<file path="config.mk">
export PLATFORM = sky130hd
export DESIGN_NAME = dtg_sync_device_flat
export DESIGN_NICKNAME = d
export VERILOG_FILES = /design/src/common/dtg_pkg.sv /design/src/common/dtg_link_if.sv /design/src/design/dtg_sync_device.sv /design/src/flat_wrapper.sv
export SDC_FILE = /design/constraint.sdc
export NUM_CORES = 1
export LEC_CHECK = 0
export ABC_AREA = 1
export BUFFER_PORTS_ARGS = -buffer_cell sky130_fd_sc_hd__buf_2
export CORE_AREA = 5 5 138 140
export DETAILED_ROUTE_END_ITERATION = 7
export DIE_AREA = 0 0 143 145
export MAX_ROUTING_LAYER = met4
export PLACE_DENSITY = 0.79
export REMOVE_ABC_BUFFERS = 1
export SETUP_SLACK_MARGIN = 0.1
export SYNTH_ARGS = -nofsm -noshare
export SYNTH_HDL_FRONTEND = slang
export SYNTH_SLANG_ARGS = --single-unit
</file>
<file path="constraint.sdc">
create_clock -name clk_i -period 3.91 [get_ports clk_i]
set_clock_uncertainty 0.05 [all_clocks]
set_input_delay 0.5865 -clock clk_i [delete_from_list [all_inputs] [get_ports clk_i]]
set_output_delay 0.5865 -clock clk_i [all_outputs]
set_load 0.03 [all_outputs]
</file>
<file path="src/common/dtg_pkg.sv">
// Constants shared by both ends of the display timing synchronisation link.
// Assumes a single 25 MHz clock that feeds both ends.
package dtg_pkg;
	localparam int HW = 12;
	localparam int VW = 11;
	localparam int DW = 16;
	localparam int AW = 4;
	localparam int PIX_W = 24;
	localparam int SEED_W = 24;
	localparam int CTRL_W = 9;
	localparam int CLK_NS = 40;

	// Control register bit positions (device and host use the same layout)
	localparam int CTRL_RUN = 0;
	localparam int CTRL_OUTEN = 1;
	localparam int CTRL_LSYNC = 2;
	localparam int CTRL_FLOCK = 3;
	localparam int CTRL_BG_LSB = 4;
	localparam int CTRL_PLLSRC = 7;
	localparam int CTRL_ILACE = 8;

	// Device register indices on the link
	localparam logic [AW-1:0] ADDR_CTRL = 4'h0;
	localparam logic [AW-1:0] ADDR_HTOTAL = 4'h1;
	localparam logic [AW-1:0] ADDR_VTOTAL = 4'h2;
	localparam logic [AW-1:0] ADDR_HLOCK = 4'h3;
	localparam logic [AW-1:0] ADDR_VLOCK = 4'h4;
	localparam logic [AW-1:0] ADDR_LPH = 4'h5;
	localparam logic [AW-1:0] ADDR_LPV = 4'h6;
	localparam logic [AW-1:0] ADDR_SEED_HI = 4'h7;
	localparam logic [AW-1:0] ADDR_SEED_MID = 4'h8;
	localparam logic [AW-1:0] ADDR_SEED_LO = 4'h9;
	localparam logic [AW-1:0] ADDR_LAST = 4'h9;

	// Reset values
	localparam logic [CTRL_W-1:0] CTRL_RST = 9'h000;
	localparam logic [HW-1:0] HTOTAL_RST = 12'h320;
	localparam logic [VW-1:0] VTOTAL_RST = 11'h20d;
	localparam logic [2:0] SYNC_RST = 3'h7;

	// Fixed display geometry, in pixels and lines
	localparam logic [HW-1:0] HS_WIDTH = 12'h060;
	localparam logic [VW-1:0] VS_WIDTH = 11'h002;
	localparam logic [HW-1:0] H_BLANK = 12'h090;
	localparam logic [VW-1:0] V_BLANK = 11'h023;

	// Frame-sync pulse driven by the host, least width
	localparam int FS_PULSE_NS = 200;
	localparam logic [3:0] FS_PULSE_CYC = 4'((FS_PULSE_NS + CLK_NS - 1) / CLK_NS);

	// Host Wishbone byte offsets
	localparam logic [7:0] WB_CTRL = 8'h00;
	localparam logic [7:0] WB_HTOTAL = 8'h04;
	localparam logic [7:0] WB_VTOTAL = 8'h08;
	localparam logic [7:0] WB_LOCKPT = 8'h0c;
	localparam logic [7:0] WB_SEED = 8'h10;
	localparam logic [7:0] WB_CMD = 8'h14;
	localparam logic [7:0] WB_STATUS = 8'h18;

	// Mode code is {line_sync_enable, frame_lock_enable}
	typedef enum logic [1:0] {
		MODE_CLOCK = 2'b00,
		MODE_FRAME = 2'b01,
		MODE_LINE = 2'b10,
		MODE_FREE = 2'b11
	} mode_t;

	typedef enum logic [2:0] {
		ST_IDLE = 3'b001,
		ST_WAIT = 3'b010,
		ST_RUN = 3'b100
	} dtg_state_t;
endpackage : dtg_pkg

</file>
<file path="src/common/dtg_link_if.sv">
// Link between the display timing device and the external system.
// Both ends share one clock, supplied to each module separately.
`timescale 1ns/1ps
`default_nettype none
interface dtg_link_if;
	logic reg_wr;
	logic [dtg_pkg::AW-1:0] reg_addr;
	logic [dtg_pkg::DW-1:0] reg_wdata;
	logic [dtg_pkg::DW-1:0] reg_rdata;
	logic ext_fsync_n;
	logic pll_locked;
	logic [dtg_pkg::HW-1:0] in_hpos;
	logic [dtg_pkg::VW-1:0] in_vpos;
	logic in_odd;
	logic in_line;
	logic [dtg_pkg::PIX_W-1:0] in_pixel;
	logic buf_err;
	logic display_vsync;
	logic overlay_vsync;
	logic input_line_request;
	logic input_composite_blank;

	modport dev (
		input reg_wr, reg_addr, reg_wdata, ext_fsync_n, pll_locked,
		input in_hpos, in_vpos, in_odd, in_line, in_pixel, buf_err,
		output reg_rdata, display_vsync, overlay_vsync, input_line_request, input_composite_blank
	);
	modport host (
		output reg_wr, reg_addr, reg_wdata, ext_fsync_n, pll_locked,
		output in_hpos, in_vpos, in_odd, in_line, in_pixel, buf_err,
		input reg_rdata, display_vsync, overlay_vsync, input_line_request, input_composite_blank
	);
endinterface : dtg_link_if
`default_nettype wire

</file>
<file path="src/design/dtg_sync_device.sv">
// Display timing generator with its synchronisation control.
// Assumes the link host end on the same clock; frame-sync and lock pins arrive asynchronously.
// Summary of operation
// - Free run starts timing at run enable
// - Free run ignores frame-sync and lock point
// - System decides frame start, feeds data promptly
// - Other modes wait for start event after enable
// - Start event loads lock-load position at once
// - Frame sync reloads position on each event
// - Reference clock tracks input; frame periods equal
// - Frame sync: hlock half total, vlock total
// - Interlaced: odd field only locks timing
// - Line sync reloads on lock point, sync fall
// - Line sync synthesises line rate from seed
// - Line sync horizontal total exceeds longest line
// - Line sync: hlock total minus one
// - Line sync needs line-locked input clock
// - Clock sync: external clock keeps frame lock
// - Clock sync: only frame-sync pin reloads position
// - Buffer error shows background colour rest of frame
// - Normal output resumes at next frame
// - Lock loss honoured only with PLL source
// - Lock loss clears control, halts, clamps outputs
// - Host rewrites control after lock loss
// - Two control bits select the mode
// - Lock point once per frame, zero disables
//
// The Wishbone register port and the register offsets were decided locally.
`timescale 1ns/1ps
`default_nettype none
module dtg_sync_device (
	input wire logic clk_i,
	input wire logic rst_i,
	dtg_link_if.dev link,
	output logic [dtg_pkg::PIX_W-1:0] disp_pixel_o,
	output logic disp_hsync_o,
	output logic disp_vsync_o,
	output logic disp_den_o
);
	logic [dtg_pkg::CTRL_W-1:0] ctrl_q;
	logic [dtg_pkg::CTRL_W-1:0] ctrl_d;
	logic [dtg_pkg::HW-1:0] htotal_q;
	logic [dtg_pkg::HW-1:0] hlock_q;
	logic [dtg_pkg::HW-1:0] lph_q;
	logic [dtg_pkg::VW-1:0] vtotal_q;
	logic [dtg_pkg::VW-1:0] vlock_q;
	logic [dtg_pkg::VW-1:0] lpv_q;
	logic [7:0] seed_hi_q;
	logic [7:0] seed_mid_q;
	logic [7:0] seed_lo_q;
	logic [2:0] fs_sync_q;
	logic [2:0] lk_sync_q;
	logic fs_lvl_q;
	logic lk_lvl_q;
	logic run_q;
	logic lp_match_q;
	logic err_q;
	logic [dtg_pkg::SEED_W-1:0] acc_q;
	logic [dtg_pkg::HW-1:0] hcnt_q;
	logic [dtg_pkg::VW-1:0] vcnt_q;
	dtg_pkg::dtg_state_t st_q;
	dtg_pkg::dtg_state_t st_d;
	dtg_pkg::mode_t mode;
	logic hsync_q;
	logic vsync_q;
	logic ovs_q;
	logic lreq_q;
	logic blank_q;

	// Register write decode
	wire wr_ctrl = link.reg_wr && (link.reg_addr == dtg_pkg::ADDR_CTRL);
	wire wr_htot = link.reg_wr && (link.reg_addr == dtg_pkg::ADDR_HTOTAL);
	wire wr_vtot = link.reg_wr && (link.reg_addr == dtg_pkg::ADDR_VTOTAL);
	wire wr_hlock = link.reg_wr && (link.reg_addr == dtg_pkg::ADDR_HLOCK);
	wire wr_vlock = link.reg_wr && (link.reg_addr == dtg_pkg::ADDR_VLOCK);
	wire wr_lph = link.reg_wr && (link.reg_addr == dtg_pkg::ADDR_LPH);
	wire wr_lpv = link.reg_wr && (link.reg_addr == dtg_pkg::ADDR_LPV);
	wire wr_shi = link.reg_wr && (link.reg_addr == dtg_pkg::ADDR_SEED_HI);
	wire wr_smid = link.reg_wr && (link.reg_addr == dtg_pkg::ADDR_SEED_MID);
	wire wr_slo = link.reg_wr && (link.reg_addr == dtg_pkg::ADDR_SEED_LO);

	// Timing geometry registers
	always_ff @(posedge clk_i) begin
		if (rst_i) begin
			htotal_q <= dtg_pkg::HTOTAL_RST;
			vtotal_q <= dtg_pkg::VTOTAL_RST;
			hlock_q <= '0;
			vlock_q <= '0;
			lph_q <= '0;
			lpv_q <= '0;
		end else begin
			if (wr_htot) htotal_q <= link.reg_wdata[dtg_pkg::HW-1:0];
			if (wr_vtot) vtotal_q <= link.reg_wdata[dtg_pkg::VW-1:0];
			if (wr_hlock) hlock_q <= link.reg_wdata[dtg_pkg::HW-1:0];
			if (wr_vlock) vlock_q <= link.reg_wdata[dtg_pkg::VW-1:0];
			if (wr_lph) lph_q <= link.reg_wdata[dtg_pkg::HW-1:0];
			if (wr_lpv) lpv_q <= link.reg_wdata[dtg_pkg::VW-1:0];
		end
	end

	// Line rate seed, split over three byte registers
	always_ff @(posedge clk_i) begin
		if (rst_i) begin
			seed_hi_q <= '0;
			seed_mid_q <= '0;
			seed_lo_q <= '0;
		end else begin
			if (wr_shi) seed_hi_q <= link.reg_wdata[7:0];
			if (wr_smid) seed_mid_q <= link.reg_wdata[7:0];
			if (wr_slo) seed_lo_q <= link.reg_wdata[7:0];
		end
	end

	// Pin synchronisers; a new level counts once stages two and three agree
	wire fs_lvl_d = (fs_sync_q[1] == fs_sync_q[2]) ? fs_sync_q[2] : fs_lvl_q;
	wire lk_lvl_d = (lk_sync_q[1] == lk_sync_q[2]) ? lk_sync_q[2] : lk_lvl_q;
	wire fs_event = fs_lvl_q & ~fs_lvl_d;
	always_ff @(posedge clk_i) begin
		if (rst_i) begin
			fs_sync_q <= dtg_pkg::SYNC_RST;
			lk_sync_q <= dtg_pkg::SYNC_RST;
			fs_lvl_q <= 1'b1;
			lk_lvl_q <= 1'b1;
		end else begin
			fs_sync_q <= {fs_sync_q[1:0], link.ext_fsync_n};
			lk_sync_q <= {lk_sync_q[1:0], link.pll_locked};
			fs_lvl_q <= fs_lvl_d;
			lk_lvl_q <= lk_lvl_d;
		end
	end

	// Lock loss wins over a software write; only armed with the PLL source
	wire pll_lost = ctrl_q[dtg_pkg::CTRL_PLLSRC] & ~lk_lvl_q;
	assign ctrl_d = pll_lost ? dtg_pkg::CTRL_RST : (wr_ctrl ? link.reg_wdata[dtg_pkg::CTRL_W-1:0] : ctrl_q);
	always_ff @(posedge clk_i) begin
		if (rst_i) begin
			ctrl_q <= dtg_pkg::CTRL_RST;
		end else begin
			ctrl_q <= ctrl_d;
		end
	end

	// Mode and event decode
	wire run = ctrl_q[dtg_pkg::CTRL_RUN];
	wire run_rise = run & ~run_q;
	assign mode = dtg_pkg::mode_t'({ctrl_q[dtg_pkg::CTRL_LSYNC], ctrl_q[dtg_pkg::CTRL_FLOCK]});
	wire lp_armed = (lph_q != '0) || (lpv_q != '0);
	wire lp_field = ~ctrl_q[dtg_pkg::CTRL_ILACE] | link.in_odd;
	wire lp_match = lp_armed && lp_field && (link.in_hpos == lph_q) && (link.in_vpos == lpv_q);
	wire lock_pt = lp_match & ~lp_match_q;
	wire start_ev = lock_pt | fs_event;
	wire sync_ev = (mode == dtg_pkg::MODE_FRAME) || (mode == dtg_pkg::MODE_LINE);
	wire resync_ev = sync_ev ? start_ev : ((mode == dtg_pkg::MODE_CLOCK) & fs_event);
	wire running = (st_q == dtg_pkg::ST_RUN);

	// Start-up sequencing; free run skips the wait for a start event
	always_comb begin
		st_d = st_q;
		unique case (st_q)
			dtg_pkg::ST_IDLE: begin
				if (run_rise) st_d = (mode == dtg_pkg::MODE_FREE) ? dtg_pkg::ST_RUN : dtg_pkg::ST_WAIT;
			end
			dtg_pkg::ST_WAIT: begin
				if (start_ev) st_d = dtg_pkg::ST_RUN;
			end
			dtg_pkg::ST_RUN: begin
				st_d = dtg_pkg::ST_RUN;
			end
		endcase
		if (!run) st_d = dtg_pkg::ST_IDLE;
	end

	// Line rate synthesiser: phase accumulator realigned on each input line
	wire [dtg_pkg::SEED_W-1:0] seed = {seed_hi_q, seed_mid_q, seed_lo_q};
	wire [dtg_pkg::SEED_W:0] acc_sum = {1'b0, acc_q} + {1'b0, seed};
	wire synth_end = (mode == dtg_pkg::MODE_LINE) & acc_sum[dtg_pkg::SEED_W];

	// Counters; the start event and later resyncs jump straight to the lock-load position
	wire load_pos = ((st_q == dtg_pkg::ST_WAIT) & start_ev) | (running & resync_ev);
	wire h_wrap = hcnt_q >= (htotal_q - dtg_pkg::HW'(1));
	wire v_wrap = vcnt_q >= (vtotal_q - dtg_pkg::VW'(1));
	wire line_end = running & (h_wrap | synth_end);
	wire frame_start = line_end & v_wrap;
	wire [dtg_pkg::HW-1:0] hcnt_d = load_pos ? hlock_q : ((!running || line_end) ? '0 : hcnt_q + dtg_pkg::HW'(1));
	wire [dtg_pkg::VW-1:0] vcnt_next = v_wrap ? '0 : vcnt_q + dtg_pkg::VW'(1);
	wire [dtg_pkg::VW-1:0] vcnt_d = load_pos ? vlock_q : (!running ? '0 : (line_end ? vcnt_next : vcnt_q));
	// A buffer error arriving on the frame boundary still wins over the clear
	wire err_d = link.buf_err | (err_q & ~frame_start);

	always_ff @(posedge clk_i) begin
		if (rst_i) begin
			st_q <= dtg_pkg::ST_IDLE;
			run_q <= 1'b0;
			lp_match_q <= 1'b0;
			acc_q <= '0;
			hcnt_q <= '0;
			vcnt_q <= '0;
			err_q <= 1'b0;
		end else begin
			st_q <= st_d;
			run_q <= run;
			lp_match_q <= lp_match;
			acc_q <= link.in_line ? '0 : acc_sum[dtg_pkg::SEED_W-1:0];
			hcnt_q <= hcnt_d;
			vcnt_q <= vcnt_d;
			err_q <= err_d;
		end
	end

	// Display outputs are clamped low unless running with outputs enabled; overlay vsync, line request and blank need only running
	wire drive = running & ctrl_q[dtg_pkg::CTRL_OUTEN];
	wire [2:0] bg = ctrl_q[dtg_pkg::CTRL_BG_LSB +: 3];
	wire [dtg_pkg::PIX_W-1:0] bg_rgb = {{8{bg[2]}}, {8{bg[1]}}, {8{bg[0]}}};
	wire den_now = (hcnt_q >= dtg_pkg::H_BLANK) && (vcnt_q >= dtg_pkg::V_BLANK);
	wire [dtg_pkg::PIX_W-1:0] pix_sel = err_q ? bg_rgb : link.in_pixel;
	always_ff @(posedge clk_i) begin
		if (rst_i) begin
			disp_pixel_o <= '0;
			disp_den_o <= 1'b0;
			hsync_q <= 1'b0;
			vsync_q <= 1'b0;
			ovs_q <= 1'b0;
			lreq_q <= 1'b0;
			blank_q <= 1'b0;
		end else begin
			disp_pixel_o <= (drive & den_now) ? pix_sel : '0;
			disp_den_o <= drive & den_now;
			hsync_q <= drive & (hcnt_q < dtg_pkg::HS_WIDTH);
			vsync_q <= drive & (vcnt_q < dtg_pkg::VS_WIDTH);
			ovs_q <= running & (vcnt_q < dtg_pkg::VS_WIDTH); // Overlay keeps running through a buffer error
			lreq_q <= running & line_end;
			blank_q <= running & ~den_now;
		end
	end

	// Link outputs; readback shows control plus live state
	assign disp_hsync_o = hsync_q;
	assign disp_vsync_o = vsync_q;
	assign link.display_vsync = vsync_q;
	assign link.overlay_vsync = ovs_q;
	assign link.input_line_request = lreq_q;
	assign link.input_composite_blank = blank_q;
	assign link.reg_rdata = {err_q, running, st_q == dtg_pkg::ST_WAIT, 4'h0, ctrl_q};
endmodule : dtg_sync_device
`default_nettype wire

</file>
<file path="src/flat_wrapper.sv">
// flat-port wrapper written by rule: the top's interface ports become plain ports
module dtg_sync_device_flat 
  (clk_i, rst_i, disp_pixel_o, disp_hsync_o, disp_vsync_o, disp_den_o, link_reg_wr, link_reg_addr, link_reg_wdata, link_ext_fsync_n, link_pll_locked, link_in_hpos, link_in_vpos, link_in_odd, link_in_line, link_in_pixel, link_buf_err, link_reg_rdata, link_display_vsync, link_overlay_vsync, link_input_line_request, link_input_composite_blank);
  dtg_link_if link_i ();
  input wire logic clk_i;
  input wire logic rst_i;
  output logic [dtg_pkg::PIX_W-1:0] disp_pixel_o;
  output logic disp_hsync_o;
  output logic disp_vsync_o;
  output logic disp_den_o;
  input wire logic [$bits(link_i.reg_wr)-1:0] link_reg_wr;
  input wire logic [$bits(link_i.reg_addr)-1:0] link_reg_addr;
  input wire logic [$bits(link_i.reg_wdata)-1:0] link_reg_wdata;
  input wire logic [$bits(link_i.ext_fsync_n)-1:0] link_ext_fsync_n;
  input wire logic [$bits(link_i.pll_locked)-1:0] link_pll_locked;
  input wire logic [$bits(link_i.in_hpos)-1:0] link_in_hpos;
  input wire logic [$bits(link_i.in_vpos)-1:0] link_in_vpos;
  input wire logic [$bits(link_i.in_odd)-1:0] link_in_odd;
  input wire logic [$bits(link_i.in_line)-1:0] link_in_line;
  input wire logic [$bits(link_i.in_pixel)-1:0] link_in_pixel;
  input wire logic [$bits(link_i.buf_err)-1:0] link_buf_err;
  output wire logic [$bits(link_i.reg_rdata)-1:0] link_reg_rdata;
  output wire logic [$bits(link_i.display_vsync)-1:0] link_display_vsync;
  output wire logic [$bits(link_i.overlay_vsync)-1:0] link_overlay_vsync;
  output wire logic [$bits(link_i.input_line_request)-1:0] link_input_line_request;
  output wire logic [$bits(link_i.input_composite_blank)-1:0] link_input_composite_blank;
  assign link_i.reg_wr = link_reg_wr;
  assign link_i.reg_addr = link_reg_addr;
  assign link_i.reg_wdata = link_reg_wdata;
  assign link_i.ext_fsync_n = link_ext_fsync_n;
  assign link_i.pll_locked = link_pll_locked;
  assign link_i.in_hpos = link_in_hpos;
  assign link_i.in_vpos = link_in_vpos;
  assign link_i.in_odd = link_in_odd;
  assign link_i.in_line = link_in_line;
  assign link_i.in_pixel = link_in_pixel;
  assign link_i.buf_err = link_buf_err;
  assign link_reg_rdata = link_i.reg_rdata;
  assign link_display_vsync = link_i.display_vsync;
  assign link_overlay_vsync = link_i.overlay_vsync;
  assign link_input_line_request = link_i.input_line_request;
  assign link_input_composite_blank = link_i.input_composite_blank;
  dtg_sync_device u_core (.clk_i(clk_i), .rst_i(rst_i), .link(link_i), .disp_pixel_o(disp_pixel_o), .disp_hsync_o(disp_hsync_o), .disp_vsync_o(disp_vsync_o), .disp_den_o(disp_den_o));
endmodule
</file>
# Word-level counts from Yosys, hierarchy flattened
# Cells that the tools add are included.
# word_totals
regBits,193
out_inout_bits,47
word_cells,133
# classes
n_addsub,5
order_cmp,6
n_eq_ne,22
muxes,13
n_bitwise,32
reduce_logical,27
# op_table
cell,n
11-bit two-way mux,4
24-bit by 24-bit adder with 25-bit output,1
12-bit two-way mux,2
24-bit two-way mux,1
1-bit bitwise AND,18
"4-bit by 3-bit equality test with 1-bit output, second input constant",4
1-bit logical AND,14
"12-bit by 1-bit adder with 12-bit output, second input constant",1
12-bit equality test,1
12-bit >= comparator,1
"12-bit by 8-bit >= comparator with 1-bit output, second input constant",1
"12-bit by 7-bit less-than comparator with 1-bit output, second input constant",1
12-bit nonzero test,1
"12-bit by 1-bit subtractor with 12-bit output, second input constant",1
"11-bit by 1-bit adder with 11-bit output, second input constant",1
11-bit equality test,1
11-bit >= comparator,1
"11-bit by 6-bit >= comparator with 1-bit output, second input constant",1
"11-bit by 2-bit less-than comparator with 1-bit output, second input constant",1
11-bit nonzero test,1
"11-bit by 1-bit subtractor with 11-bit output, second input constant",1
3-bit two-way mux,3
1-bit inverter,9
3-bit case mux with 3 select lines,1
19 further kinds,34

# Longest topological paths before layout
# depth
word_depth,11
mapped_depth,21
mapped_depth_nobuf,21

# Least setup slack after synthesis
# No wires, ideal clock.
# synth_timing
path_kind,register -> register
start,reg u_core.vtotal_q[0] (netlist name)
end,reg u_core.vcnt_q[0] (netlist name)
setup_time_ns,0.064
arrival_time_ns,2.654
required_ns,3.796
setup_slack_ns,1.142
stages_incl_launch_ff,18
cell_sequence,dfxtp_1 inv_1 ha_1 nand2_1 nor3_1 nor3b_1 nand2_1 nor2_1 xnor2_1 ha_1 a21oi_1 o21a_1 nand4_1 nor3_1 nand3_1 nand2_1 nor2_1 nor2_1
# synth_between
elab_chain_len,6
# synth_lines
item,line,source
"start, declared",dtg_sync_device.sv:45,logic [dtg_pkg::VW-1:0] vtotal_q;
"start signal, assigned",dtg_sync_device.sv:86,vtotal_q <= dtg_pkg::VTOTAL_RST;
"start signal, assigned",dtg_sync_device.sv:93,if (wr_vtot) vtotal_q <= link.reg_wdata[dtg_pkg::VW-1:0];
11-bit by 1-bit subtractor with 11-bit output,dtg_sync_device.sv:181,wire v_wrap = vcnt_q >= (vtotal_q - dtg_pkg::VW'(1));
11-bit >= comparator,dtg_sync_device.sv:181,
11-bit two-way mux,dtg_sync_device.sv:185,wire [dtg_pkg::VW-1:0] vcnt_next = v_wrap ? '0 : vcnt_q + dtg_pkg::VW'(1);
11-bit two-way mux (3 in series),dtg_sync_device.sv:186,wire [dtg_pkg::VW-1:0] vcnt_d = load_pos ? vlock_q : (!running ? '0 : (line_end ? vcnt_next : vcnt_q));
"end signal, assigned",dtg_sync_device.sv:205,vcnt_q <= vcnt_d;
"end, declared",dtg_sync_device.sv:60,logic [dtg_pkg::VW-1:0] vcnt_q;
# Every way passes these cells. The select of a mux whose other input is x is not followed.
# A chain may end at the register's enable or synchronous reset.

# Worst setup path in the final report
# layout_timing
start,reg u_core.htotal_q[2] (netlist name)
end,reg u_core.vcnt_q[7] (netlist name)
# layout_between
elab_chain_len,5
# layout_lines
item,line,source
"start, declared",dtg_sync_device.sv:42,logic [dtg_pkg::HW-1:0] htotal_q;
"start signal, assigned",dtg_sync_device.sv:85,htotal_q <= dtg_pkg::HTOTAL_RST;
"start signal, assigned",dtg_sync_device.sv:92,if (wr_htot) htotal_q <= link.reg_wdata[dtg_pkg::HW-1:0];
12-bit by 1-bit subtractor with 12-bit output,dtg_sync_device.sv:180,wire h_wrap = hcnt_q >= (htotal_q - dtg_pkg::HW'(1));
12-bit >= comparator,dtg_sync_device.sv:180,
1-bit bitwise OR,dtg_sync_device.sv:182,wire line_end = running & (h_wrap | synth_end);
1-bit bitwise AND,dtg_sync_device.sv:182,
3-bit != test (no source line),-,
# Every way passes these cells.

==> impl_metrics.sql <==
INSERT INTO impl_metrics (metric_group, metric, value, unit) VALUES
('outcome', 'run_status', 'finished clean', ''),
('clock_tree', 'htreeDepth', '4', ''),
('logic_synthesis', 'yosysUniqueCellTypes', '50', ''),
('timing', 'finalHoldWorstSlack', '0.285', 'ns'),
('drt', 'drt-pass1-iter-count', '6', ''),
('logic_synthesis', 'synth_most_common_cell', 'nand2_1', ''),
('timing', 'final.period_utilization', '88.1', '%'),
('hold_path', 'worstHoldPathType', 'input port to flip-flop', ''),
('place', 'post_dp_cell_area', '10800', 'um^2'),
('logic_synthesis', 'yosys-top-cells-area', 'dfxtp_1, nand2_1, nor2_1', ''),
('grt', 'largest_net_degree_at_the_start_of_global_routing', '79', ''),
('logic_synthesis', 'synth.top_cell.area_share', '38.1', '%'),
('die', 'die-height', '145', 'um'),
('drt', 'drtAntennaViolNets', '0', ''),
('drt', 'detail_route.wirelength', '26300', 'um'),
('drt', 'drt-initial-drc-count', '845', ''),
('cells_and_area', 'finish.net_count', '1673', ''),
('logic_synthesis', 'mapped_cells', '1458', ''),
('worst_setup_path', 'startpoint_type', 'flip-flop', ''),
('clock_tree', 'holdBufCountCts', '0', ''),
('worst_setup_path', 'cp_data_required_time', '4.23', 'ns'),
('clock_tree', 'cts_resized', '0', ''),
('drt', 'detail_route.wl_per_cell', '14.8', 'um'),
('clock_tree', 'cts_tree', 'built', ''),
('clock_tree', 'clock_path_buffers', '2', ''),
('logic_synthesis', 'postSynthAreaPerCell', '6.96', 'um^2'),
('clock_tree', 'worst_setup_hold_path_clk_slew', '0.07', 'ns'),
('timing', 'post-route-min-period', '3.44', 'ns'),
('timing', 'max_slew_margin', '42.8', '%'),
('drt', 'detailroute.via_count', '9479', ''),
('place', 'dp_hpwl', '18800', 'um'),
('place', 'place.port_buffers', '113', ''),
('cells_and_area', 'final_cell_area', '11400', 'um^2'),
('timing', 'hold_viol', '0', ''),
('die', 'initial_utilization', '57.3', '%'),
('drt', 'route.detailed.drc', '0', ''),
('timing', 'final_max_slew_viol_count', '0', ''),
('logic_synthesis', 'ys_dominant_reg_cell', 'dfxtp_1', ''),
('pwr', 'power.leakage', '5.28', 'nW'),
('die', 'dieArea', '20700', 'um^2'),
('grt', 'globalRouteOverflowTotal', '0', ''),
('clock_tree', 'root_buffer', 'clkbuf_16', ''),
('clock_tree', 'insertion_delay', '0.44', 'ns'),
('logic_synthesis', 'synth.ff_latch_count', '193', ''),
('place', 'placement.setup.worst_slack', '0.488', 'ns'),
('grt', 'track_usage', '26.1', '%'),
('timing', 'setup-violations-final', '0', ''),
('pwr', 'worst_voltage_drop_across_the_vdd_grid', '305', 'uV'),
('cells_and_area', 'post_route_cells_drive_above_1_share', '12.0', '%'),
('timing', 'timing_worst_slew_pin_value', '0.852', 'ns'),
('run', 'drv_cap', '0', ''),
('clock_tree', 'clkSinkCount', '193', ''),
('grt', 'number_of_antenna_violations_at_the_first_check_in_global_routing', '1', ''),
('logic_synthesis', 'synth-warning-count', '0', ''),
('die', 'die_x', '143', 'um'),
('logic_synthesis', 'async_flop_share', '0', '%'),
('clock_tree', 'postCtsSetupRepairBufs', '0', ''),
('timing', 'max_freq', '290', 'MHz'),
('die', 'floorplan.rows', '49', ''),
('logic_synthesis', 'ys_seq_area_share', '38.1', '%'),
('place', 'gp_routability_congestion', '0.920', ''),
('clock_tree', 'cts_made_buffers', '17', ''),
('cells_and_area', 'areaGrowthSynthToFinish', '12.2', '%'),
('worst_setup_path', 'rrSetupSlack', '0.47', 'ns'),
('worst_setup_path', 'timing.critical_path.arrival', '3.77', 'ns'),
('die', 'ios', '122', ''),
('logic_synthesis', 'post-synth-top-area-cell', 'dfxtp_1', ''),
('worst_setup_path', 'crit_path_end_kind', 'flip-flop', ''),
('timing', 'grt_setup_unrepaired', 'false', ''),
('grt', 'global_route_wire_length_before_repair', '43100', 'um'),
('die', 'area_of_the_placeable_core', '17700', 'um^2'),
('worst_setup_path', 'worstPathMaxFanout', '18', ''),
('timing', 'fin_setup_tns', '0', 'ns'),
('cells_and_area', 'final_core_utilization', '64.3', '%'),
('logic_synthesis', 'post_synth_instance_area', '10200', 'um^2'),
('worst_setup_path', 'setup.worst_path.class', 'flip-flop to flip-flop', ''),
('logic_synthesis', 'synth-edff-count', '0', ''),
('timing', 'layout_setup_ws', '0.466', 'ns'),
('pwr', 'power_density', '360', 'nW/um^2'),
('logic_synthesis', 'synth_top_cells_by_count', 'nand2_1, nor2_1, dfxtp_1', ''),
('grt', 'first_global_vias', '8817', ''),
('drt', 'post_drt_via_cell_ratio', '5.31', '');
-- final timing paths --
check / startpoint / endpoint / depth (start not counted)
setup reg to reg: u_core.htotal_q[2] / u_core.vcnt_q[7] / 19
hold / removal: link_ext_fsync_n / u_core.fs_sync_q[0] / 2
setup / recovery: u_core.htotal_q[2] / u_core.vcnt_q[7] / 19
hold reg to reg: u_core.fs_sync_q[0] / u_core.fs_sync_q[1] / 1
-- registers in the layout (all words and copies together), names as in the netlist, 3 cells and up --
| signal | count |
|---|---|
| u_core.vlock_q | 11 |
| u_core.fs_sync_q | 3 |
| u_core.seed_lo_q | 8 |
| u_core.lph_q | 12 |
| u_core.hlock_q | 12 |
| u_core.acc_q | 24 |
| u_core.ctrl_q | 9 |
| u_core.st_q | 3 |
| u_core.lk_sync_q | 3 |
| u_core.vtotal_q | 11 |
| u_core.htotal_q | 12 |
| u_core.hcnt_q | 12 |
| u_core.lpv_q | 11 |
| u_core.vcnt_q | 11 |
| u_core.seed_hi_q | 8 |
| u_core.disp_pixel_o | 24 |
| u_core.seed_mid_q | 8 |
-- final cells by class --
class,count,area [um^2]
flip-flops and latches,193,3860
clock buffers,18,439
diodes,1,2.50
inverters,180,677
well taps,229,287
fillers,1624,6330
repair buffers,117,608
clock inverters,13,174
multi-input cells,1033,5340
-- placed cells by master, fill, tap and decap left out, types with 2 or more instances in the layout --
cell type   count
inv_1         169
a21oi_1       133
dfxtp_1       193
nor2_2          3
xnor2_1        15
nand3b_1        3
nand3_2         3
clkbuf_16      17
a21oi_2         2
or2_2           5
a31oi_1         2
nand2_8         2
o21a_1          6
xor2_1         16
ha_1           55
clkinv_4        2
buf_4           3
nand4_1        38
bufinv_16       3
o21ai_0       132
nor4_1          9
a211oi_1        7
nand3_1        46
clkinvlp_4      3
nor3_1         18
conb_1          4
inv_2           9
nor2_1        246
a21o_1          2
buf_2         113
nand2_1       259
nand2_2         8
o211ai_1        4
inv_6           5
-- where the power goes --
part           total (mW)  internal, mW  switching, mW
clock                1.82          1.03          0.787
sequential           2.01          1.99         0.0201
combinational       0.268        0.0918          0.176
total                4.10          3.12          0.983
-- per-stage QoR --
stage                     power (mW)  instances
after floorplan                 2.20       1406
after global placement          2.32       1752
after detailed placement        2.32       1752
after CTS                       4.11       1783
after global routing            4.25       1784
final                           4.10       1784
-- metal layers --
metal  GRT usage [%]  wire [um]  vias up
met5               -          0        -
met4            7.79        711        0
met3            5.30       1350       54
met2            42.1      12800      242
met1            33.0      11500     4284
li1                -          -     4899
-- kinds of logic after synthesis --
logic type / Yosys count / synth area share, %
simple gates: 649 / 27.6
flops: 193 / 38.1
xor+xnor: 31 / 2.67
compound gates: 293 / 15.2
buf+inv: 235 / 9.48
other cells: 1 / 0.0369
fa+ha+maj: 56 / 6.98
-- worst max-delay path: stages (launching register included) --
cell      delay, ns
dfxtp_1        0.34
nor2_1         0.10
nand2_1        0.08
nor2_1         0.10
nand2_1        0.08
nor3_1         0.29
nand2_1        0.15
nor3_1         0.19
xnor2_1        0.16
ha_1           0.28
a21oi_1        0.14
o21a_1         0.13
nand3_1        0.07
nor2_1         0.21
nand2_2        0.12
nor2_4         0.39
nand3_2        0.18
clkinv_2       0.17
nor2_1         0.07
nor2_1         0.10
(Power assumes the default switching activity.)
